<file path="src/logic/sdfe_pkg.sv">
// Purpose: shared constants and types of the sdram control-pin front end
// Assumes: commands encoded as {row strobe, column strobe, write strobe}
// Notes: active-low strobes, so an all-high code is the idle command
package sdfe_pkg;

    typedef enum logic [2:0] {
        SDFE_CMD_LOAD_MODE = 3'h0,
        SDFE_CMD_REFRESH = 3'h1,
        SDFE_CMD_PRECHARGE = 3'h2,
        SDFE_CMD_ACTIVATE = 3'h3,
        SDFE_CMD_WRITE = 3'h4,
        SDFE_CMD_READ = 3'h5,
        SDFE_CMD_TERMINATE = 3'h6,
        SDFE_CMD_NOP = 3'h7
    } sdfe_cmd_t;

    typedef enum logic [2:0] {
        SDFE_PWR_RUN = 3'h0,
        SDFE_PWR_SUSPEND = 3'h1,
        SDFE_PWR_ACT_PD = 3'h2,
        SDFE_PWR_PRE_PD = 3'h3,
        SDFE_PWR_SELF_REF = 3'h4
    } sdfe_pwr_t;

    localparam int SDFE_SCOPE_BIT = 10;
    localparam int SDFE_COL_W = 8;
    localparam int SDFE_BURST_DEF = 4;
    localparam int SDFE_FIFO_DEPTH = 32;
    localparam int SDFE_MASK_LAT = 2;
    localparam logic [3:0] SDFE_BANKS_RST = 4'h0;
    localparam logic [15:0] SDFE_DATA_RST = 16'h0000;
    localparam logic [11:0] SDFE_ADDR_RST = 12'h000;

endpackage

</file>
<file path="src/logic/sdfe_top.sv">
// Purpose: control-pin front end of a four-bank sdram, device side
// Assumes: pins are synchronous to I_REF_CLK; core answers a read beat one cycle later
// Notes: write beats leave through a fifo; read data is driven two cycles after its beat
// How it works
// - every input pin is captured on the rising clock edge only
// - each active edge steps the burst position and clocks the output registers
// - clock-gate high lets the clock act, low blocks it
// - gating enters precharge/active power-down, self refresh or clock suspend by state
// - clock-gate is synchronous except while power-down or self refresh lasts
// - receivers, clock included, are off in power-down and self refresh
// - device select low enables the decoder; high masks every command
// - with device select high, running bursts finish and masks still work
// - select, row, column and write strobes together form the command
// - write data under a high byte mask is not stored
// - read mask high puts that byte's drivers in high impedance two cycles later
// - wide variant: low mask governs lines 0-7, high mask lines 8-15
// - narrow variants: one mask governs all lines, low mask unconnected
// - bank select picks the bank for activate, read, write, precharge
// - precharge scope bit picks auto precharge or all-bank precharge

module sdfe_fifo #(
    parameter int WIDTH = 28,
    parameter int DEPTH = 32
) (
    input wire logic i_clk,
    input wire logic i_rst_n,
    input wire logic i_valid,
    output logic o_ready,
    input wire logic [WIDTH-1:0] i_data,
    output logic o_valid,
    input wire logic i_ready,
    output logic [WIDTH-1:0] o_data
);
    localparam int AW = $clog2(DEPTH);
    logic [WIDTH-1:0] mem_reg [DEPTH];
    logic [AW:0] wr_ptr_reg;
    logic [AW:0] rd_ptr_reg;
    logic push;
    logic pop;

    if (DEPTH < 2 || (1 << AW) != DEPTH) begin : g_bad_depth
        $error("fifo depth must be a power of two");
    end
    assign o_ready = (wr_ptr_reg ^ rd_ptr_reg) != {1'b1, {AW{1'b0}}};
    assign o_valid = wr_ptr_reg != rd_ptr_reg;
    assign push = i_valid && o_ready;
    assign pop = o_valid && i_ready;
    assign o_data = mem_reg[rd_ptr_reg[AW-1:0]];

    always_ff @(posedge i_clk) begin
        if (push) begin
            mem_reg[wr_ptr_reg[AW-1:0]] <= i_data;
        end
    end

    always_ff @(posedge i_clk or negedge i_rst_n) begin
        if (!i_rst_n) begin
            wr_ptr_reg <= '0;
            rd_ptr_reg <= '0;
        end else begin
            wr_ptr_reg <= wr_ptr_reg + (AW+1)'(push);
            rd_ptr_reg <= rd_ptr_reg + (AW+1)'(pop);
        end
    end
endmodule

module sdfe_top import sdfe_pkg::*; #(
    parameter int BURST_LEN = SDFE_BURST_DEF,
    parameter int FIFO_DEPTH = SDFE_FIFO_DEPTH,
    parameter bit SINGLE_MASK = 1'b0
) (
    input wire logic I_REF_CLK,
    input wire logic I_NRST,
    input wire logic I_CKE,
    input wire logic I_CS_N,
    input wire logic I_RAS_N,
    input wire logic I_CAS_N,
    input wire logic I_WE_N,
    input wire logic [1:0] I_BANK_SELECT,
    input wire logic [11:0] I_ADDR,
    input wire logic I_LOW_BYTE_MASK,
    input wire logic I_HIGH_BYTE_MASK,
    input wire logic [15:0] I_DATA_LINES,
    output logic [15:0] O_DATA_LINES,
    output logic [1:0] O_DATA_LINES_OE_N,
    output logic O_CMD_VALID,
    output logic [2:0] O_CMD,
    output logic [1:0] O_CMD_BANK,
    output logic [11:0] O_CMD_ADDR,
    output logic O_AUTO_PRECHARGE,
    output logic O_PRECHARGE_ALL,
    output logic [3:0] O_BANK_OPEN,
    output logic [2:0] O_POWER_STATE,
    output logic O_RX_ENABLE,
    output logic O_RD_REQ,
    output logic [1:0] O_RD_BANK,
    output logic [SDFE_COL_W-1:0] O_RD_COL,
    input wire logic [15:0] I_RD_DATA,
    output logic O_WR_VALID,
    input wire logic I_WR_READY,
    output logic [15:0] O_WR_DATA,
    output logic [1:0] O_WR_BYTE_EN,
    output logic [1:0] O_WR_BANK,
    output logic [SDFE_COL_W-1:0] O_WR_COL,
    output logic O_WR_STALL
);
    localparam int WW = 2 + SDFE_COL_W + 2 + 16;
    if (BURST_LEN != 1 && BURST_LEN != 2 && BURST_LEN != 4 && BURST_LEN != 8) begin : g_bad_burst
        $error("burst length must be 1, 2, 4 or 8");
    end
    logic rst_meta_reg, rst_n;
    logic p_cs_n_reg, p_cke_reg;
    sdfe_cmd_t p_cmd_reg;
    logic [1:0] p_ba_reg, p_mask_reg;
    logic [11:0] p_addr_reg;
    logic [15:0] p_data_reg;
    logic cke_s1_reg, cke_s2_reg, cke_s3_reg;
    sdfe_pwr_t pwr_reg, pwr_next;
    logic act, rx_en, cmd_ok, start, beat, beat_rd, beat_wr, end_now, ap_now;
    logic [2:0] left_reg;
    logic rd_kind_reg, ap_reg;
    logic [1:0] bank_reg, beat_bank;
    logic [SDFE_COL_W-1:0] col_reg, beat_col;
    logic [3:0] open_reg;
    logic [1:0] drv1_reg, drv2_reg, mask_eff;
    logic [15:0] dout_reg;
    logic fifo_ready;
    logic [WW-1:0] fifo_out;
    always_ff @(posedge I_REF_CLK or negedge I_NRST) begin
        if (!I_NRST) begin
            rst_meta_reg <= 1'b0;
            rst_n <= 1'b0;
        end else begin
            rst_meta_reg <= 1'b1;
            rst_n <= rst_meta_reg;
        end
    end
    // pin capture; select and clock-gate forced high while receivers are off
    always_ff @(posedge I_REF_CLK or negedge rst_n) begin
        if (!rst_n) begin
            p_cs_n_reg <= 1'b1;
            p_cke_reg <= 1'b1;
            p_cmd_reg <= SDFE_CMD_NOP;
            p_ba_reg <= 2'h0;
            p_addr_reg <= SDFE_ADDR_RST;
            p_mask_reg <= 2'h0;
            p_data_reg <= SDFE_DATA_RST;
        end else if (rx_en) begin
            p_cs_n_reg <= I_CS_N;
            p_cke_reg <= I_CKE;
            p_cmd_reg <= sdfe_cmd_t'({I_RAS_N, I_CAS_N, I_WE_N});
            p_ba_reg <= I_BANK_SELECT;
            p_addr_reg <= I_ADDR;
            p_mask_reg <= {I_HIGH_BYTE_MASK, I_LOW_BYTE_MASK};
            p_data_reg <= I_DATA_LINES;
        end else begin
            p_cs_n_reg <= 1'b1;
            p_cke_reg <= 1'b1;
        end
    end

    // wake path while receivers are off
    always_ff @(posedge I_REF_CLK or negedge rst_n) begin
        if (!rst_n) begin
            cke_s1_reg <= 1'b0;
            cke_s2_reg <= 1'b0;
            cke_s3_reg <= 1'b0;
        end else begin
            cke_s1_reg <= I_CKE;
            cke_s2_reg <= cke_s1_reg;
            cke_s3_reg <= cke_s2_reg;
        end
    end
    assign act = pwr_reg == SDFE_PWR_RUN;
    assign rx_en = act || pwr_reg == SDFE_PWR_SUSPEND;
    assign cmd_ok = act && !p_cs_n_reg;
    assign start = cmd_ok && (p_cmd_reg == SDFE_CMD_READ || p_cmd_reg == SDFE_CMD_WRITE);
    always_comb begin
        pwr_next = pwr_reg;
        case (pwr_reg)
            SDFE_PWR_RUN: begin
                if (!p_cke_reg) begin
                    if (start || left_reg != 3'h0) begin
                        pwr_next = SDFE_PWR_SUSPEND;
                    end else if (cmd_ok && p_cmd_reg == SDFE_CMD_REFRESH) begin
                        pwr_next = SDFE_PWR_SELF_REF;
                    end else if (|open_reg) begin
                        pwr_next = SDFE_PWR_ACT_PD;
                    end else begin
                        pwr_next = SDFE_PWR_PRE_PD;
                    end
                end
            end
            SDFE_PWR_SUSPEND: begin
                if (p_cke_reg) begin
                    pwr_next = SDFE_PWR_RUN;
                end
            end
            SDFE_PWR_ACT_PD, SDFE_PWR_PRE_PD, SDFE_PWR_SELF_REF: begin
                if (cke_s2_reg && cke_s3_reg) begin
                    pwr_next = SDFE_PWR_RUN;
                end
            end
            default: pwr_next = SDFE_PWR_RUN;
        endcase
    end

    always_ff @(posedge I_REF_CLK or negedge rst_n) begin
        if (!rst_n) begin
            pwr_reg <= SDFE_PWR_RUN;
        end else begin
            pwr_reg <= pwr_next;
        end
    end

    // burst position; runs on whatever device select does
    assign beat = act && (start || left_reg != 3'h0);
    assign beat_rd = beat && (start ? p_cmd_reg == SDFE_CMD_READ : rd_kind_reg);
    assign beat_wr = beat && !beat_rd;
    assign beat_bank = start ? p_ba_reg : bank_reg;
    assign beat_col = start ? p_addr_reg[SDFE_COL_W-1:0] : col_reg;
    assign ap_now = start ? p_addr_reg[SDFE_SCOPE_BIT] : ap_reg;
    assign end_now = beat && (start ? BURST_LEN == 1 : left_reg == 3'h1);

    always_ff @(posedge I_REF_CLK or negedge rst_n) begin
        if (!rst_n) begin
            left_reg <= 3'h0;
            rd_kind_reg <= 1'b0;
            ap_reg <= 1'b0;
            bank_reg <= 2'h0;
            col_reg <= '0;
        end else if (act) begin
            if (start) begin
                left_reg <= 3'(BURST_LEN - 1);
                rd_kind_reg <= p_cmd_reg == SDFE_CMD_READ;
                ap_reg <= p_addr_reg[SDFE_SCOPE_BIT];
                bank_reg <= p_ba_reg;
                col_reg <= p_addr_reg[SDFE_COL_W-1:0] + SDFE_COL_W'(1);
            end else if (cmd_ok && p_cmd_reg == SDFE_CMD_TERMINATE) begin
                left_reg <= 3'h0;
            end else if (left_reg != 3'h0) begin
                left_reg <= left_reg - 3'h1;
                col_reg <= col_reg + SDFE_COL_W'(1);
            end
        end
    end

    always_ff @(posedge I_REF_CLK or negedge rst_n) begin
        if (!rst_n) begin
            open_reg <= SDFE_BANKS_RST;
        end else begin
            // auto precharge close must not be lost to an activate or precharge on another bank
            if (end_now && ap_now) begin
                open_reg[beat_bank] <= 1'b0;
            end
            if (cmd_ok && p_cmd_reg == SDFE_CMD_ACTIVATE) begin
                open_reg[p_ba_reg] <= 1'b1;
            end else if (cmd_ok && p_cmd_reg == SDFE_CMD_PRECHARGE) begin
                open_reg[p_ba_reg] <= 1'b0;
                if (p_addr_reg[SDFE_SCOPE_BIT]) begin
                    open_reg <= SDFE_BANKS_RST;
                end
            end
        end
    end

    always_ff @(posedge I_REF_CLK or negedge rst_n) begin
        if (!rst_n) begin
            O_CMD_VALID <= 1'b0;
            O_CMD <= SDFE_CMD_NOP;
            O_CMD_BANK <= 2'h0;
            O_CMD_ADDR <= SDFE_ADDR_RST;
            O_AUTO_PRECHARGE <= 1'b0;
            O_PRECHARGE_ALL <= 1'b0;
        end else begin
            O_CMD_VALID <= cmd_ok && p_cmd_reg != SDFE_CMD_NOP;
            O_CMD <= p_cmd_reg;
            O_CMD_BANK <= p_ba_reg;
            O_CMD_ADDR <= p_addr_reg;
            O_AUTO_PRECHARGE <= start && p_addr_reg[SDFE_SCOPE_BIT];
            O_PRECHARGE_ALL <= cmd_ok && p_cmd_reg == SDFE_CMD_PRECHARGE
                && p_addr_reg[SDFE_SCOPE_BIT];
        end
    end

    // per-byte mask: one pin serves both bytes on the narrow parts
    assign mask_eff = {p_mask_reg[1], SINGLE_MASK ? p_mask_reg[1] : p_mask_reg[0]};

    always_ff @(posedge I_REF_CLK or negedge rst_n) begin
        if (!rst_n) begin
            O_RD_REQ <= 1'b0;
            O_RD_BANK <= 2'h0;
            O_RD_COL <= '0;
            dout_reg <= SDFE_DATA_RST;
            drv1_reg <= 2'h0;
            drv2_reg <= 2'h0;
        end else begin
            O_RD_REQ <= beat_rd;
            O_RD_BANK <= beat_bank;
            O_RD_COL <= beat_col;
            if (O_RD_REQ) begin
                dout_reg <= I_RD_DATA;
            end
            if (act) begin
                drv1_reg <= beat_rd ? ~mask_eff : 2'h0;
                drv2_reg <= drv1_reg;
            end
        end
    end

    assign O_DATA_LINES = dout_reg;
    assign O_DATA_LINES_OE_N = ~drv2_reg;
    assign O_BANK_OPEN = open_reg;
    assign O_POWER_STATE = pwr_reg;
    assign O_RX_ENABLE = rx_en;
    assign O_WR_STALL = !fifo_ready;

    sdfe_fifo #(.WIDTH(WW), .DEPTH(FIFO_DEPTH)) u_wr_fifo (
        .i_clk(I_REF_CLK),
        .i_rst_n(rst_n),
        .i_valid(beat_wr),
        .o_ready(fifo_ready),
        .i_data({beat_bank, beat_col, ~mask_eff, p_data_reg}),
        .o_valid(O_WR_VALID),
        .i_ready(I_WR_READY),
        .o_data(fifo_out)
    );
    assign {O_WR_BANK, O_WR_COL, O_WR_BYTE_EN, O_WR_DATA} = fifo_out;
endmodule

</file>
<file path="config.mk">
export PLATFORM = sky130hd
export DESIGN_NAME = sdfe_top
export DESIGN_NICKNAME = d
export VERILOG_FILES = /design/src/logic/sdfe_pkg.sv /design/src/logic/sdfe_top.sv
export SDC_FILE = /design/constraint.sdc
export NUM_CORES = 1
export LEC_CHECK = 0
export CAP_MARGIN = 20
export CORE_MARGIN = 3
export CORE_UTILIZATION = 50
export DETAILED_ROUTE_END_ITERATION = 8
export DONT_BUFFER_PORTS = 1
export PLACE_DENSITY = 0.68
export SLEW_MARGIN = 10
export SYNTH_ARGS = -nofsm -noshare
export SYNTH_HDL_FRONTEND = slang
export SYNTH_SLANG_ARGS = --single-unit
</file>
<file path="constraint.sdc">
create_clock -name I_REF_CLK -period 4.1 [get_ports I_REF_CLK]
set_clock_uncertainty 0.2 [all_clocks]
set_input_delay 0.82 -clock I_REF_CLK [delete_from_list [all_inputs] [get_ports I_REF_CLK]]
set_output_delay 0.82 -clock I_REF_CLK [all_outputs]
set_load 0.05 [all_outputs]
</file>
==> results of run 1 <==
==> stage by stage <==
step	hold WS, ns	setup TNS (ns)	instance area [sq um]	setup slack [ns]
floorplan	0.1312	0	39140	0.1137
global placement	0.1334	0	41330	0.5353
detailed placement	0.1371	0	41330	0.5206
CTS	0.04187	-0.03335	44700	-0.02163
global route	0.05411	-0.4446	44850	-0.06869
finish	0.08436	0	44850	0.02046
==> placed cells by master (no fill, tap or decap), types with 22 or more instances in the layout <==
cell         n
nand2_1     43
mux4_2     280
dfrtp_1    113
edfxtp_1   896
nor2_4      33
mux2_2      55
buf_4       58
clkbuf_1    22
clkbuf_16  105
mux2_4      25
clkinv_2    25
buf_12      29
==> worst max path at each step <==
stage,end
after floorplan,O_AUTO_PRECHARGE
after global placement,O_WR_DATA[3]
after detailed placement,O_WR_DATA[0]
after CTS,O_WR_DATA[9]
after global routing,O_WR_DATA[10]
final,O_WR_DATA[10]
==> Yosys cell counts (4+ instances only) <==
library cell	count	area, sq um
edfxtp_1	896	26910
mux4_2	280	6306
dfrtp_1	119	2978
mux2_2	80	900.9
clkbuf_1	47	176.4
nor2_1	47	176.4
nand2_1	43	161.4
o21ai_0	22	110.1
nand3_1	18	90.09
inv_1	16	60.06
a21oi_1	15	75.07
buf_2	12	60.06
xor2_1	11	96.34
buf_1	10	37.54
buf_4	10	75.07
xnor2_1	9	78.83
dfstp_2	8	210.2
ha_1	8	100.1
buf_6	7	78.83
or3_1	6	37.54
nand4_1	5	31.28
o31ai_1	5	37.54
o221ai_1	4	35.03
==> cell families (layout without fill, tap and decap cells) <==
group / count (synthesis) / count (layout) / synth area share (%)
AO/OA/AOI/OAI: 64 / 64 / 1.004
XOR/XNOR: 20 / 20 / 0.4476
adder cells (fa/ha/maj): 8 / 8 / 0.2558
buffers and inverters: 102 / 300 / 1.247
flip-flops: 1023 / 1023 / 76.90
multiplexers: 361 / 361 / 18.44
other: 1 / 1 / 0.009582
AND/OR/NAND/NOR: 142 / 142 / 1.698
==> power by group through the flow <==
stage | sequential [mW] | combinational [mW] | clock [mW]
floorplan | 15.1 | 7.63 | 0
global route | 15.7 | 11.4 | 9.37
detailed placement | 15.8 | 10.3 | 0
CTS | 15.5 | 10.7 | 8.93
global placement | 15.7 | 10.1 | 0
finish | 15.5 | 10.8 | 8.78
==> metal layers <==
| layer | vias to the layer above | share of wire, % | GRT usage [%] |
|---|---|---|---|
| li1 | 7444 | - | - |
| met1 | 9910 | 38 | 31.98 |
| met2 | 970 | 49 | 37.15 |
| met3 | 164 | 9.6 | 5.108 |
| met4 | 0 | 2.7 | 6.192 |
| met5 | - | 0 | 0 |
==> repair_timing <==
item / 4_1_cts / 5_1_grt
hold endpoints to repair: 3 / 0
gates cloned: 2 / 3
setup buffers: 5 / 0
setup endpoints to repair: 28 / 22
hold buffers: 2 / 0
gates resized for setup: 27 / 12
==> worst reg2reg max path, cell delays in order (launching register included) <==
cell	delay [ns]
dfrtp_1	0.63
or3_1	0.59
nor2_2	0.66
nand2_1	0.11
nand2_1	0.10
ha_1	0.29
inv_1	0.06
or2_2	0.31
a21oi_1	0.16
a2bb2oi_1	0.17
==> area by class of cell <==
cell class / instances / area share (%)
Clock buffer: 132 / 6.054
Tap cell: 1030 / 2.873
Clock inverter: 49 / 0.9374
Inverter: 16 / 0.1339
Timing Repair Buffer: 103 / 2.996
Multi-Input combinational cell: 596 / 19.86
Sequential cell: 1023 / 67.14
==> summary.md, run 1 <==
| Metric | Value |
|---|---|
| P_sw | 12.01 mW |
| RePlAce Congestion | 0.7659 |
| Max_cap viols | 0 |
| Minimum clock period | 4.080 ns |
| GRT overflow | 0 |
| Synth warn | 0 |
| Overall Power | around 35 mW |
| Iter 0 DRT Violations | 2313 |
| Lkg Pwr | 14.66 nW |
| Reg-to-reg critical path startpoint | O_POWER_STATE[0] |
| Slew HR | around 30% |
| Row count | about 100 |
| Worst reg2reg endpoint | col_reg[6] |
| Asr flop ratio synth | 12.41% |
| # fillers | 5379 |
| FF+latch count, synth | roughly 1000 |
| Antenna viol nets, final | 0 |
| Register area share after synthesis | 76.90% |
| Clk buf depth | 3 |
| Initial antenna violation count | 0 |
| CP max FO | 32 |
| Die H | 285.8 um |
| First-pass GRT wire length | 134700 um |
| Distinct cell type count after synthesis | 48 |
| Slew @ Worst Pin | 1.047 ns |
| Synthesized netlist cell count | 1721 |
| Type of origin of the critical path | flip-flop |
| Worst Path Buf+Inv | 2 |
| Pin count of the biggest net entering global routing | 85 |
| CP Launch Point | u_wr_fifo.rd_ptr_reg[0] |
| Switching Fraction | 34.18% |
| CP Cell Sequence | buf_12 > buf_16 > mux4_2 > mux4_2 > mux2_4 |
| Status | complete, no violations |
| IO Count | 143 |
| FF/Latch Area | 30110 sq um |
| Total track usage | 22.94% |
| Most common cell on crit path | mux4_2 |
| Die area | 81660 sq um |
| CP Depth | 5 |
| DR pass1 iterations | 5 |
| Final hold violation count | 0 |
| # diodes | 0 |
| Post-Syn Area | 39140 sq um |
| Req. time, crit path | just over 3 ns |
| Multi-input logic area | 8907 sq um |
| Arrival time of the worst setup path | slightly above 3 ns |
| Register clock-pin slew on the reported worst setup and hold paths | approximately 0.060 ns |
| DRC | 0 |
| CTS sink cnt | 1023 |
| HP Start | I_CS_N |
| RSZ-0062 raised after global routing | yes |
| Fmax | 245.1 MHz |
| Critical path endpoint category | primary output |
| Buffers on Ports | 0 |
| Initial core utilization | 51.02% |
| Final Max Slew Viols | 0 |
| Vias in the first global route | 19230 |
| TritonCTS clock tree | done |
| Combinational share of power | between 30 and 40% |
| Post-layout util | 58.47% |
| Critical path class | flip-flop to primary output |
| Largest register FFs | 896 |
| Share of post-route cells with drive strength above 1 | around a third |
| Worst path slowest cell | mux4_2 |
| Clk_lat worst skew | between 0.6 and 0.7 ns |
| Synthesized Nets | 1785 |
| Worst hold path stage count | 1 |
| Flop-to-flop setup slack | between 0.7 and 0.8 ns |
| Vias per cell | 6.269 |
| Setup violators final | 0 |
| Fin crit share | 99.50% |
| HP Class | input port to flip-flop |
| Post-synth EDFFs | approximately 900 |
| Cell Pwr Density | 783.2 nW/um^2 |
| Avg Cell Area, Syn | ~23 sq um |
| Routed vias | 18490 |
| Placed insts | 2754 |
| Clk root buf | clkbuf_16 |
| CP peak stage delay | 0.55 ns |
| Area Growth Syn to Fin | 14.60% |
| Endpoint, Worst Hold | p_cs_n_reg |
| Max VDD drop | 0.0005773 V |
| DRT Wirelength | about 93000 um |
| Most used DFF post-synth | edfxtp_1 |
| Nets | around 1900 |
| Register share of total power | between 40% and 50% |
| Non-Filler Instances | 2949 |
| Clock share of power | 25.0% |
| Crit path max-delay family | multiplexers |
| Worst R2R Path Depth | 9 |
| Internal power | 23.12 mW |
| H-Tree Depth | 3 |
| Cts bufs inserted | 99 |
| Detailed placement HPWL | 50990 um |
| Chip width | around 290 um |
| Core Region | 76710 sq um |
| WL/cell | 31.42 um |
Power figures use the tool's default switching activity.
==> run 2, diff against run 1 <==
- CORE_MARGIN: 3 -> 2
==> run 2 against run 1 <==
Compared with the run above: fmax is 0.81% higher; hold slack worse by 0.032 ns; sequential cell count did not move; routed wire length is 2.6% lower; sequential power is essentially flat; final cell count grew 0.88%; register-to-register slack got worse by 0.03 ns; sequential share of layout area fell by 0.62 points; critical path type unchanged; critical endpoint is now O_WR_COL[7]; largest cell class unchanged; highest routed layer unchanged.
==> summary.md, run 2 (synthesis gave the netlist of run 1 again) <==
| Metric | Value |
|---|---|
| Buffers on Ports | 0 |
| Fmax | between 200 and 250 MHz |
| Critical path endpoint category | primary output |
| Arrival time of the worst setup path | 3.03 ns |
| Setup violators final | 0 |
| Routed vias | 18320 |
| TritonCTS clock tree | done |
| DRC | 0 |
| GRT overflow | 0 |
| IO Count | about 140 |
| Final hold slack | 0.05193 ns |
| WL/cell | around 30 um |
| Area Growth Syn to Fin | 15.67% |
| Req. time, crit path | a little over 3 ns |
| Max VDD drop | 0.0005655 V |
| Row count | 102 |
| Vias in the first global route | 18740 |
| DRT Wirelength | 90250 um |
| Detailed placement HPWL | 48650 um |
| Share of post-route cells with drive strength above 1 | 34.52% |
| Reg-to-reg critical path startpoint | u_wr_fifo.rd_ptr_reg[0] |
| Chip width | 283.8 um |
| Cell Pwr Density | slightly below 800 nW/um^2 |
| H-Tree Depth | 3 |
| Nets | 1911 |
| Core Region | 77470 sq um |
| Max_cap viols | 0 |
| CTS sink cnt | 1023 |
| Total track usage | ~22% |
| # fillers | roughly 5400 |
| Final hold violation count | 0 |
| Final Max Slew Viols | 0 |
| Register clock-pin slew on the reported worst setup and hold paths | about 0.06 ns |
| # diodes | 0 |
| Lkg Pwr | 14.78 nW |
| Slew HR | 27.86% |
| Most frequent cells in the layout | edfxtp_1 (896), mux4_2 (280), dfrtp_1 (113), clkbuf_16 (107) |
| Type of origin of the critical path | flip-flop |
| HP Class | input port to flip-flop |
| Fin crit share | 98.70% |
| Clk_lat worst skew | 0.67 ns |
| Clk buf depth | 3 |
| Commonest non-fill, non-tap cell in the layout | edfxtp_1 |
| Antenna viol nets, final | 0 |
| Critical path class | flip-flop to primary output |
| FF/Latch Area | 30110 sq um |
| Initial antenna violation count | 0 |
| Design Area, Final | 45270 sq um |
| Slew @ Worst Pin | 1.081 ns |
| Pin count of the biggest net entering global routing | 67 |
| Multi-input logic area | 8919 sq um |
| Iter 0 DRT Violations | 2078 |
| Vias per cell | 6.156 |
| Initial core utilization | 50.52% |
| CP max FO | 8 |
| Minimum clock period | 4.047 ns |
| First-pass GRT wire length | 130200 um |
| Die area | 80520 sq um |
| CP Launch Point | u_wr_fifo.rd_ptr_reg[0] |
| Largest register FFs | approximately 900 |
| HP Start | I_CKE |
| Cts bufs inserted | 103 |
| RSZ-0062 raised after global routing | yes |
| Die H | 283.8 um |
| Clk root buf | clkbuf_16 |
| RePlAce Congestion | 0.7874 |
| Dpl cell area | 41420 sq um |
| Status | complete, no violations |
| DR pass1 iterations | 5 |
[run 2: changes by cell type in the layout (fill, tap and decap cells not counted), moves of 3 or more]
| cell | change |
|---|---|
| buf_8 | -3 |
| clkinvlp_4 | +7 |
| clkbuf_8 | +5 |
| mux2_2 | -3 |
| mux2_4 | +3 |
| clkinv_2 | -11 |
| buf_12 | +7 |
| clkinv_1 | +12 |
| buf_16 | +6 |
| buf_4 | -6 |
| clkbuf_1 | +4 |
[run 2: final cells by class]
class,count,area share [%]
flip-flops and latches,1023,66.52
multi-input cells,596,19.70
clock buffers,138,6.183
repair buffers,107,3.474
well taps,1040,2.875
clock inverters,55,1.108
inverters,16,0.1327
[run 2: where the power goes]
part	total, mW	internal [mW]	leakage, nW	switching (mW)
combinational	11.1	4.87	3.60	6.27
clock	9.09	5.15	1.59	3.95
sequential	15.5	13.5	9.59	1.97
[run 2: worst paths after layout]
kind	endpoint	slack [ns]	depth (start not counted)
setup / recovery	O_WR_COL[7]	0.05	5
hold / removal	p_cke_reg	0.05	1
setup reg to reg	u_wr_fifo.rd_ptr_reg[4]	0.69	10
hold reg to reg	rst_n	0.16	0
max in group asynchronous	O_CMD_ADDR[2]	2.41	1
min in group asynchronous	rst_n	0.17	1
[run 2: metrics by stage]
stage	TNS [ns]	utilization [%]	setup slack, ns	std cells	power [mW]
after floorplan	0	-	0.1137	1721	22.75
after global placement	0	53.47	0.5465	2761	25.82
after detailed placement	0	53.47	0.5304	2761	26.09
after CTS	0	58.28	0.002729	2972	35.84
after global routing	-0.05769	58.43	-0.01410	2975	37.08
final	0	58.43	0.05337	2975	35.73
[run 2: metal layers]
layer | vias up | GRT usage (%) | wire [um]
li1 | 7463 | - | -
met1 | 9884 | 31.57 | 35990
met2 | 821 | 35.77 | 44680
met3 | 147 | 5.281 | 7528
met4 | 0 | 6.296 | 2053
met5 | - | 0 | 0
[run 2: timing repair]
action / 4_1_cts / 5_1_grt
hold endpoints to repair: 3 / 0
setup buffers: 11 / 0
resized for setup: 33 / 8
setup endpoints to repair: 21 / 21
cloned: 5 / 4
hold buffers: 2 / 0
[run 2: worst max-delay path: stages (launching register included)]
cell,delay [ns]
dfrtp_4,0.52
buf_12,0.20
clkbuf_16,0.20
mux4_2,0.51
mux4_2,0.52
mux2_4,0.39
